## src/common/mbst_params.svh

```systemverilog
// Purpose: Constants for the modem self-test sequencer.
// Assumes: 40 MHz system clock.
// Notes: Lamp and relay times are kept in ms and converted to cycles in the module; settle, lock timeout and loop-back are given in cycles.
`ifndef MBST_PARAMS_SVH
`define MBST_PARAMS_SVH
`define MBST_CLK_HZ 40000000
`define MBST_LAMP_MS 4000
`define MBST_RELAY_MS 1000
`define MBST_SETTLE_CYC 4000
`define MBST_LOCK_TO_CYC 40000
`define MBST_LB_CYC 80000
`define MBST_SEL_LAMP 4'h1
`define MBST_SEL_UNIT 4'h2
`define MBST_SEL_BOTH 4'h3
`define MBST_SEL_ABORT 4'h0
`define MBST_F1_KHZ 17'h0c2ec
`define MBST_F2_KHZ 17'h15ff4
`define MBST_R1_BPS 23'h4b12c0
`define MBST_R2_BPS 23'h000960
`endif

```

## src/common/mbst_pkg.sv

```systemverilog
// Purpose: Types shared by the self-test sequencer and its bench.
// Assumes: Constants come from mbst_params.svh.
// Notes: States are Gray coded along the normal test path.
package mbst_pkg;
   typedef enum logic [3:0] {
      MBST_IDLE = 4'h0, MBST_LAMP = 4'h1, MBST_RLY_A = 4'h3, MBST_RLY_B = 4'h2,
      MBST_ALM1 = 4'h6, MBST_ALM2 = 4'h7, MBST_FRQ1 = 4'h5, MBST_FRQ2 = 4'h4,
      MBST_LB1 = 4'hc, MBST_LB2 = 4'hd, MBST_DONE = 4'hf
   } mbst_state_t;
   typedef enum logic [1:0] {MBST_CR_NONE = 2'h0, MBST_CR_3_4 = 2'h1, MBST_CR_1_2 = 2'h2} mbst_code_t;
   // Settings pushed to the modulator, demodulator and alarm logic.
   typedef struct packed {
      logic alarm_force;
      logic alarm_clear;
      logic [16:0] freq_khz;
      logic [22:0] rate_bps;
      logic qpsk;
      mbst_code_t code;
      logic if_loop;
   } mbst_cfg_t;
   // Panel, relay and receive-path drive.
   typedef struct packed {
      logic lamps;
      logic relay_a;
      logic relay_b;
      logic rx_isolate;
   } mbst_drive_t;
   // Monitored status from the modem.
   typedef struct packed {
      logic [7:0] alarms;
      logic volt_ok;
      logic loop_volt_ok;
      logic lock;
      logic ebno_ok;
      logic level_ok;
      logic offset_ok;
      logic bert_err;
      logic bert_sync;
   } mbst_mon_t;
endpackage

```

## src/hdl/mbst_seq.sv

```systemverilog
// Purpose: Built-in self-test sequencer: lamp test, relay test, alarm, frequency limit and loop-back tests.
// Assumes: Keypad strobes and monitor flags come from logic on i_clk.
// Notes: A failed step does not stop the run; the verdict is given at the end.
`include "mbst_params.svh"
// What this block does
// - Selection 1 runs lamp test, 2 unit tests, 3 lamp then unit tests.
// - Entering 0 then confirm aborts a running self test.
// - Receive IF path is isolated from the station input throughout self test.
// - Lamp test lights every panel indicator and the backlight.
// - Lamp test lasts 4 seconds with both alarm relays off.
// - Relay A alone on 1 second, then relay B on 1 second.
// - Alarm pass one forces failures; any missing alarm fails the test.
// - Alarm pass two clears alarms; any remaining alarm fails the test.
// - Frequency step one tunes to 49.90 MHz and checks loop voltages.
// - Every sampled voltage out of range fails the frequency-limit test.
// - Frequency step two tunes to 90.10 MHz and rechecks all voltages.
// - Loop-back one: 4.92 Mbps, QPSK, rate 3/4, internal IF loop.
// - Loop-back two: 2.4 kbps, QPSK, rate 1/2, internal IF loop.
// - Loop-back passes only with timely lock and Eb/No, level, offset in limits.
// - Bit-error tester runs; any error or sync loss fails the loop-back.
module mbst_seq import mbst_pkg::*; #(
   parameter logic [27:0] LAMP_CYC = 28'((`MBST_CLK_HZ / 1000) * `MBST_LAMP_MS),
   parameter logic [27:0] RELAY_CYC = 28'((`MBST_CLK_HZ / 1000) * `MBST_RELAY_MS),
   parameter logic [27:0] SETTLE_CYC = 28'(`MBST_SETTLE_CYC),
   parameter logic [27:0] LOCK_TO_CYC = 28'(`MBST_LOCK_TO_CYC),
   parameter logic [27:0] LB_CYC = 28'(`MBST_LB_CYC)
) (
   // Clock and reset.
   input wire logic i_clk,
   input wire logic i_arst_n,
   // Operator keypad.
   input wire logic i_key_valid,
   input wire logic [3:0] i_key_digit,
   input wire logic i_key_enter,
   // Modem status.
   input wire mbst_mon_t i_mon,
   // Drive and configuration.
   output mbst_drive_t o_drive,
   output mbst_cfg_t o_cfg,
   // Verdict.
   output logic o_busy,
   output logic o_done,
   output logic o_pass
);
   mbst_state_t state, next_state;
   logic [27:0] cnt;
   logic [3:0] digit;
   logic digit_ok;
   logic units;
   logic failed;
   logic locked;
   mbst_cfg_t next_cfg;
   mbst_drive_t next_drive;

   // Keypad decode: a digit then confirm starts or aborts.
   wire sel_ok = digit_ok && digit >= `MBST_SEL_LAMP && digit <= `MBST_SEL_BOTH;
   wire start = i_key_enter && state == MBST_IDLE && sel_ok;
   wire abort = i_key_enter && state != MBST_IDLE && state != MBST_DONE
                && digit_ok && digit == `MBST_SEL_ABORT;
   wire is_lb = state == MBST_LB1 || state == MBST_LB2;
   wire chk = cnt == SETTLE_CYC - 28'h1;
   wire lamp_end = cnt == LAMP_CYC - 28'h1;
   wire relay_end = cnt == RELAY_CYC - 28'h1;
   wire lb_end = cnt == LB_CYC - 28'h1;

   // Failure terms for the alarm, frequency and loop-back steps; any of them marks the run failed.
   wire fail_alm1 = state == MBST_ALM1 && chk && !(&i_mon.alarms);
   wire fail_alm2 = state == MBST_ALM2 && chk && (|i_mon.alarms);
   wire fail_frq = (state == MBST_FRQ1 || state == MBST_FRQ2) && chk
                   && !(i_mon.volt_ok && i_mon.loop_volt_ok);
   wire fail_lock = is_lb && !locked && !i_mon.lock && cnt == LOCK_TO_CYC - 28'h1;
   wire fail_bert = is_lb && locked && (i_mon.bert_err || !i_mon.bert_sync);
   wire fail_qual = is_lb && lb_end && !(i_mon.ebno_ok && i_mon.level_ok && i_mon.offset_ok);
   wire fail_now = fail_alm1 || fail_alm2 || fail_frq || fail_lock || fail_bert || fail_qual;

   // Step sequencing; abort overrides every step.
   always_comb begin
      next_state = state;
      if (abort) begin
         next_state = MBST_DONE;
      end else begin
         case (state)
            MBST_IDLE: if (start) next_state = (digit == `MBST_SEL_UNIT) ? MBST_RLY_A : MBST_LAMP;
            MBST_LAMP: if (lamp_end) next_state = units ? MBST_RLY_A : MBST_DONE;
            MBST_RLY_A: if (relay_end) next_state = MBST_RLY_B;
            MBST_RLY_B: if (relay_end) next_state = MBST_ALM1;
            MBST_ALM1: if (chk) next_state = MBST_ALM2;
            MBST_ALM2: if (chk) next_state = MBST_FRQ1;
            MBST_FRQ1: if (chk) next_state = MBST_FRQ2;
            MBST_FRQ2: if (chk) next_state = MBST_LB1;
            MBST_LB1: if (lb_end) next_state = MBST_LB2;
            MBST_LB2: if (lb_end) next_state = MBST_DONE;
            MBST_DONE: next_state = MBST_IDLE;
            default: next_state = MBST_IDLE;
         endcase
      end
   end

   // Outputs are computed from the next state so they line up with the state register.
   always_comb begin
      next_cfg = '0;
      next_drive = '0;
      next_drive.rx_isolate = next_state != MBST_IDLE && next_state != MBST_DONE;
      case (next_state)
         MBST_LAMP: next_drive.lamps = 1'b1;
         MBST_RLY_A: next_drive.relay_a = 1'b1;
         MBST_RLY_B: next_drive.relay_b = 1'b1;
         MBST_ALM1: next_cfg.alarm_force = 1'b1;
         MBST_ALM2: next_cfg.alarm_clear = 1'b1;
         MBST_FRQ1: next_cfg.freq_khz = `MBST_F1_KHZ;
         MBST_FRQ2: next_cfg.freq_khz = `MBST_F2_KHZ;
         MBST_LB1: begin
            next_cfg.rate_bps = `MBST_R1_BPS;
            next_cfg.qpsk = 1'b1;
            next_cfg.code = MBST_CR_3_4;
            next_cfg.if_loop = 1'b1;
         end
         MBST_LB2: begin
            next_cfg.rate_bps = `MBST_R2_BPS;
            next_cfg.qpsk = 1'b1;
            next_cfg.code = MBST_CR_1_2;
            next_cfg.if_loop = 1'b1;
         end
         default: next_cfg = '0;
      endcase
   end

   // State, step timer and registered outputs.
   always_ff @(posedge i_clk or negedge i_arst_n) begin
      if (!i_arst_n) begin
         state <= MBST_IDLE;
         cnt <= 28'h0;
         o_cfg <= '0;
         o_drive <= '0;
      end else begin
         state <= next_state;
         cnt <= (next_state != state) ? 28'h0 : cnt + 28'h1;
         o_cfg <= next_cfg;
         o_drive <= next_drive;
      end
   end

   // Last keypad digit; confirm consumes it so a stale digit cannot restart a run.
   always_ff @(posedge i_clk or negedge i_arst_n) begin
      if (!i_arst_n) begin
         digit <= 4'h0;
         digit_ok <= 1'b0;
      end else if (i_key_valid) begin
         digit <= i_key_digit;
         digit_ok <= 1'b1;
      end else if (i_key_enter) begin
         digit_ok <= 1'b0;
      end
   end

   // Run bookkeeping: selection, sticky failure, lock seen in the current loop-back.
   always_ff @(posedge i_clk or negedge i_arst_n) begin
      if (!i_arst_n) begin
         units <= 1'b0;
         failed <= 1'b0;
         locked <= 1'b0;
      end else begin
         if (start) units <= digit != `MBST_SEL_LAMP;
         if (start) failed <= 1'b0;
         else if (fail_now || abort) failed <= 1'b1;
         locked <= is_lb && next_state == state && (locked || i_mon.lock);
      end
   end

   // Verdict is registered on the cycle after the run ends.
   always_ff @(posedge i_clk or negedge i_arst_n) begin
      if (!i_arst_n) begin
         o_done <= 1'b0;
         o_pass <= 1'b0;
         o_busy <= 1'b0;
      end else begin
         o_done <= state == MBST_DONE;
         o_busy <= next_state != MBST_IDLE && next_state != MBST_DONE;
         if (state == MBST_DONE) o_pass <= !failed;
      end
   end
endmodule

```

## config.mk

```make
export PLATFORM = sky130hd
export DESIGN_NAME = mbst_seq
export DESIGN_NICKNAME = d
export VERILOG_FILES = /design/src/common/mbst_pkg.sv /design/src/hdl/mbst_seq.sv
export VERILOG_INCLUDE_DIRS = /design/src /design/src/common
export SDC_FILE = /design/constraint.sdc
export NUM_CORES = 1
export LEC_CHECK = 0
export BUFFER_PORTS_ARGS = -buffer_cell sky130_fd_sc_hd__buf_2
export CORE_MARGIN = 10
export CORE_UTILIZATION = 51
export CTS_BUF_LIST = sky130_fd_sc_hd__clkbuf_4 sky130_fd_sc_hd__clkbuf_8
export CTS_CLUSTER_SIZE = 28
export DETAILED_ROUTE_END_ITERATION = 7
export PLACE_DENSITY = 0.77
export SLEW_MARGIN = 20
export SYNTH_ARGS = -nofsm -noshare
export SYNTH_HDL_FRONTEND = slang
export SYNTH_SLANG_ARGS = --single-unit
```

## constraint.sdc

```tcl
create_clock -name i_clk -period 2.4 [get_ports i_clk]
set_input_delay 0.48 -clock i_clk [delete_from_list [all_inputs] [get_ports i_clk]]
set_output_delay 0.48 -clock i_clk [all_outputs]
set_load 0.02 [all_outputs]
```

Yosys cells after proc, flatten, opt, wreduce, memory -nomap -nowiden

Cells that the tools add are included.

Flip-flop bits (word level): 92
Word-level logic and storage cells: 131
Output and inout port bits: 53

Equal/unequal tests: 30
Reductions and logical operators: 52
Mux-type cells: 26
$lt $le $gt $ge: 2
$add $sub $neg: 1

Operators by type and width:

| kind                    | count |
|---|---|
| $pmux W27 S2            | 1 |
| $mux W4                 | 12 |
| $pmux W4 S10            | 1 |
| $pmux W17 S2            | 1 |
| $eq A4 B3 Y1 const B    | 8 |
| $add A28 B1 Y28 const B | 1 |
| $eq A28 B12 Y1 const B  | 1 |
| $eq A28 B16 Y1 const B  | 1 |
| $eq A28 B17 Y1 const B  | 1 |
| $eq A28 B26 Y1 const B  | 1 |
| $eq A28 B28 Y1 const B  | 1 |
| $mux W28                | 1 |
| $logic_and A1 B1 Y1     | 27 |
| $eq A4 B2 Y1 const B    | 5 |
| $eq A4 B4 Y1 const B    | 5 |
| $logic_or A1 B1 Y1      | 10 |
| $mux W1                 | 9 |
| $eq A4 B1 Y1 const B    | 2 |
| $logic_not A4 Y1        | 2 |
| $ne A4 B4 Y1 const B    | 2 |
| $reduce_and A8 Y1       | 1 |
| $reduce_bool A4 Y1      | 2 |
| $reduce_or A8 Y1        | 1 |
| $logic_not A1 Y1        | 7 |
| 7 further kinds         | 8 |

Logic depth before layout (Yosys ltp)

Word-level depth: 11
Mapped depth: 11

Worst setup path after synthesis

OpenSTA, ideal clock, no wires.

Path type: register to register
From: register cnt[10]
To: register cnt[25]
Arrival time: 2157 ps
Stages on the path, launching flop included: 9
Required time: 2281 ps
Path slack: 124 ps
Library setup time: 119 ps
Clock period less this slack: 2276 ps
Cells stage by stage: dfrtp_1 > or4b_1 > nor4_2 > nand4_2 > o2111a_1 > o211ai_2 > buf_6 > buf_6 > nor2_1

Word-level cells in the longest chain between the ends: 6

Ends and longest elaborated chain:

| element                                | RTL line        | RTL |
|---|---|---|
| start, declared                        | mbst_seq.sv:46  | `logic [27:0] cnt;` |
| start signal, assigned                 | mbst_seq.sv:137 | `cnt <= (next_state != state) ? 28'h0 : cnt + 28'h1;` |
| $eq A28 B17 Y1 (tied with other cells) | mbst_seq.sv:64  | `wire lb_end = cnt == LB_CYC - 28'h1;` |
| $mux W4 (tied with other cells)        | mbst_seq.sv:92  | `MBST_LB2: if (lb_end) next_state = MBST_DONE;` |
| $pmux W4 S10                           | mbst_seq.sv:82  | `case (state)` |
| $mux W4                                | mbst_seq.sv:79  | `if (abort) begin` |
| $ne A4 B4 Y1                           | mbst_seq.sv:137 |  |
| $mux W28 (*)                           | mbst_seq.sv:137 |  |

Mark *: on every way between the ends. The rest lies on a longest branch, timed or not.
A chain may end at the register's enable or synchronous reset.

Final worst setup path

From: register state[3]
To: register cnt[16]

Word-level cells in the longest chain between the ends: 8

Ends and longest elaborated chain:

| element                                                | RTL line                                       | RTL |
|---|---|---|
| start, declared                                        | mbst_seq.sv:45                                 | `mbst_state_t state, next_state;` |
| start signal, assigned                                 | mbst_seq.sv:136                                | `state <= next_state;` |
| $logic_not A4 Y1 or $reduce_bool A4 Y1 (tied branches) | mbst_seq.sv:57, mbst_seq.sv:82, mbst_seq.sv:58 |  |
| $logic_and A1 B1 Y1 (on tied branches) (2 in series)   | mbst_seq.sv:57, mbst_seq.sv:58                 |  |
| $mux W4 or $logic_and A1 B1 Y1 (tied branches)         | mbst_seq.sv:83, mbst_seq.sv:59                 |  |
| $pmux W4 S10 or $logic_and A1 B1 Y1 (tied branches)    | --                                             |  |
| $mux W4                                                | mbst_seq.sv:79                                 |  |
| $ne A4 B4 Y1 (*)                                       | mbst_seq.sv:137                                |  |
| $mux W28 (*)                                           | mbst_seq.sv:137                                |  |

Marks and branches as above.

==> results.py <==
metrics = {
    "status": {
        "outcome": "completed",
    },
    "critical_path": {
        "worst-path-max-fanout": 29,
        "start_kind": "flop",
        "critical_path_class": "flop to flop",
        "cp.arrival_ns": 2.61,
        "endpoint_kind": "flop",
        "cp_data_required_time_ns": 2.65,
    },
    "synthesis": {
        "synth_area_leaders": "dfrtp_1 40%, buf_4 9.2%, nor2_1 5.3%",
        "syn_area_sq_mm": 0.00336,
        "async_flop_share_pct": 100,
        "ys_seq_elements": 54,
        "syn_area_per_cell_sq_um": 9.53,
        "yosysSeqAreaShare_pct": 40.3,
        "synth_edf_count": 0,
        "synthTopCellsByCount": "54 x dfrtp_1, 47 x nor2_1, 41 x buf_4",
        "synth_top_cell_area_share_pct": 40.3,
        "synth_most_common_cell": "dfrtp_1",
        "yosys_warnings": 0,
        "synth_cells": 352,
        "ys_types": 72,
        "synth_top_flop_cell": "dfrtp_1",
        "synth_largest_area_cell": "dfrtp_1",
    },
    "job": {
        "maxCapViolations": 0,
    },
    "floorplanning": {
        "fp.dieH_microns": 101,
        "start_util_pct": 52.5,
        "rows": 29,
        "dieArea_sq_mm": 0.0102,
        "core_area_sq_mm": 0.00639,
        "fp.dieW_microns": 101,
        "num_io_pins": 77,
    },
    "grt": {
        "grt_pass1_vias": 2773,
        "grt_util_met1_pct": 18.4,
        "antenna_found_initial": 0,
        "grt_overflow": 0,
        "grt_max_degree": 55,
        "globalRouteTotalUtil_pct": 15.8,
        "use_met3_pct": 4.60,
        "top_usage_layer": "met2",
        "use_met2_pct": 26.6,
        "grt_pass1_wl_mm": 13.3,
    },
    "timing": {
        "drv_slew": 0,
        "fmax_ghz": 0.423,
        "fin_worst_skew_ns": 0.00931,
        "fin_tns_setup_ns": 0,
        "worst_hold_slack_ns": 0.144,
        "final-setup-viol-count": 0,
        "period_minus_slack_ns": 2.37,
        "hold_viol": 0,
        "finalCritPeriodShare_pct": 98.6,
        "rsz0062_at_grt": "true",
    },
    "detailed_routing": {
        "dr.pass1.iters": 4,
        "wl_mm": 8.33,
        "drtAntennaViolNets": 0,
        "post_drt_wl_per_cell_microns": 16.6,
        "drt_iter0_drc": 137,
        "vias_per_cell": 5.55,
        "vias": 2791,
        "drcViolationCount": 0,
    },
    "clocking": {
        "clock_sinks": 54,
        "cts_tree": "built",
        "cts_buffers": 5,
        "max-clock-path-buffers": 2,
        "root_buffer": "clkbuf_8",
        "h-tree-depth": 2,
        "clock_latency_ns": 0.32,
        "postCtsHoldBufs": 0,
        "path_clk_slew_ns": 0.10,
    },
    "pwr": {
        "p_total_w": 0.00314,
        "vdd_ir_drop_max_uv": 1090,
        "powerDensity_mw_per_mm2": 790,
        "p_leak_nw": 1.82,
    },
    "placed_design": {
        "place_congestion": 0.908,
        "io_buffers": 61,
        "dp_hpwl_mm": 6.36,
    },
    "cells_and_area": {
        "antenna_cells": 0,
        "layout-drive-gt1-share_pct": 38.3,
        "fillers": 503,
        "areaGrowthSynthToFinish_pct": 18.5,
        "final_nets": 450,
    },
    "worst_hold_path": {
        "hold_class": "input pin to async pin",
    },
}
==> routing by layer <==
| layer | vias up | wire length (microns) |
|---|---|---|
| met5 | - | 0 |
| met4 | 0 | 135 |
| met3 | 15 | 824 |
| met2 | 114 | 4140 |
| met1 | 1338 | 3230 |
| li1 | 1324 | - |
==> timing repair <==
| action | CTS | global route |
|---|---|---|
| pin swaps | 0 | 4 |
| gates resized for setup | 2 | 21 |
| setup endpoints to repair | 30 | 37 |
| buffers inserted | 0 | 2 |
==> report_power, final <==
group          total [W]  internal, W  switching (W)
clock           0.000550     0.000238       0.000312
sequential       0.00119      0.00104       0.000149
combinational    0.00140     0.000545       0.000854
==> worst max-delay path, cell delays in order (launching register included) <==
cell	delay [ns]
dfrtp_2	0.48
nor2b_1	0.17
o311a_1	0.37
or3b_4	0.41
or2_0	0.20
o211ai_1	0.20
o211ai_2	0.14
buf_12	0.19
nor2_1	0.12
==> kinds of logic (layout without fill, tap and decap cells) <==
| kind of cell | Yosys count | count (layout) | synth area share (%) |
|---|---|---|---|
| other | 1 | 15 | 0.112 |
| AO/OA/AOI/OAI | 34 | 34 | 8.54 |
| AND/OR/NAND/NOR | 170 | 170 | 30.3 |
| flip-flops | 54 | 54 | 40.3 |
| multiplexers | 5 | 5 | 1.64 |
| adder cells (fa/ha/maj) | 1 | 1 | 0.373 |
| buffers and inverters | 62 | 122 | 12.3 |
| XOR/XNOR | 25 | 25 | 6.52 |
==> final timing paths <==
kind,from,to,slack (ns),cells after the start
setup / recovery,state[3]$_DFF_PN0_,cnt[16]$_DFF_PN0_,0.03,8
hold / removal,i_arst_n,cnt[12]$_DFF_PN0_,0.14,2
setup reg to reg,state[3]$_DFF_PN0_,cnt[16]$_DFF_PN0_,0.03,8
hold reg to reg,failed$_DFFE_PN0P_,o_pass$_DFFE_PN0P_,0.47,1
max in group asynchronous,i_arst_n,state[2]$_DFF_PN0_,2.01,2
min in group i_clk,i_key_digit[3],digit[3]$_DFFE_PN0P_,0.39,2
==> state kept, by name, indices dropped and copies added, names as in the netlist <==
name	count
cnt	28
o_cfg	8
digit	4
state	4
o_drive	3
digit_ok	1
failed	1
locked	1
o_busy	1
o_done	1
o_pass	1
units	1
==> area by class of cell <==
type	count	area [sq um]	area share, %
sequential	54	1360	34.1
clock inverter	2	16.3	0.409
clock buffer	6	82.6	2.08
inverter	12	45.0	1.13
multi-input combinational	250	1730	43.6
tap	77	96.3	2.42
timing repair buffer	102	646	16.2
==> cells in the final DEF, fill, tap and decap left out, drive strengths merged, types with 6 or more instances in the layout <==
cell	synthesis	routed
clkbuf	4	6
xor2	12	12
xnor2	13	13
inv	12	13
o21ai	7	7
nand4	13	13
nor4	11	11
nand3	17	17
nand2	20	20
nor3	13	13
nor2	56	56
buf	46	102
dfrtp	54	54
conb	1	15
nor2b	6	6
a21oi	6	6
==> per-stage QoR <==
stage / std cells / instance area, sq um / setup WS [ns] / util (%)
final: 503 / 3980 / 0.0346 / 62.3
after global routing: 503 / 3980 / -0.0867 / 62.3
after CTS: 501 / 3870 / 0.0177 / 60.5
after detailed placement: 493 / 3760 / -0.00858 / 58.9
after global placement: 493 / 3760 / 0.0490 / 58.9
after floorplan: 366 / 3410 / 0.124 / -
Note: power is estimated with default switching activity, not from simulation.
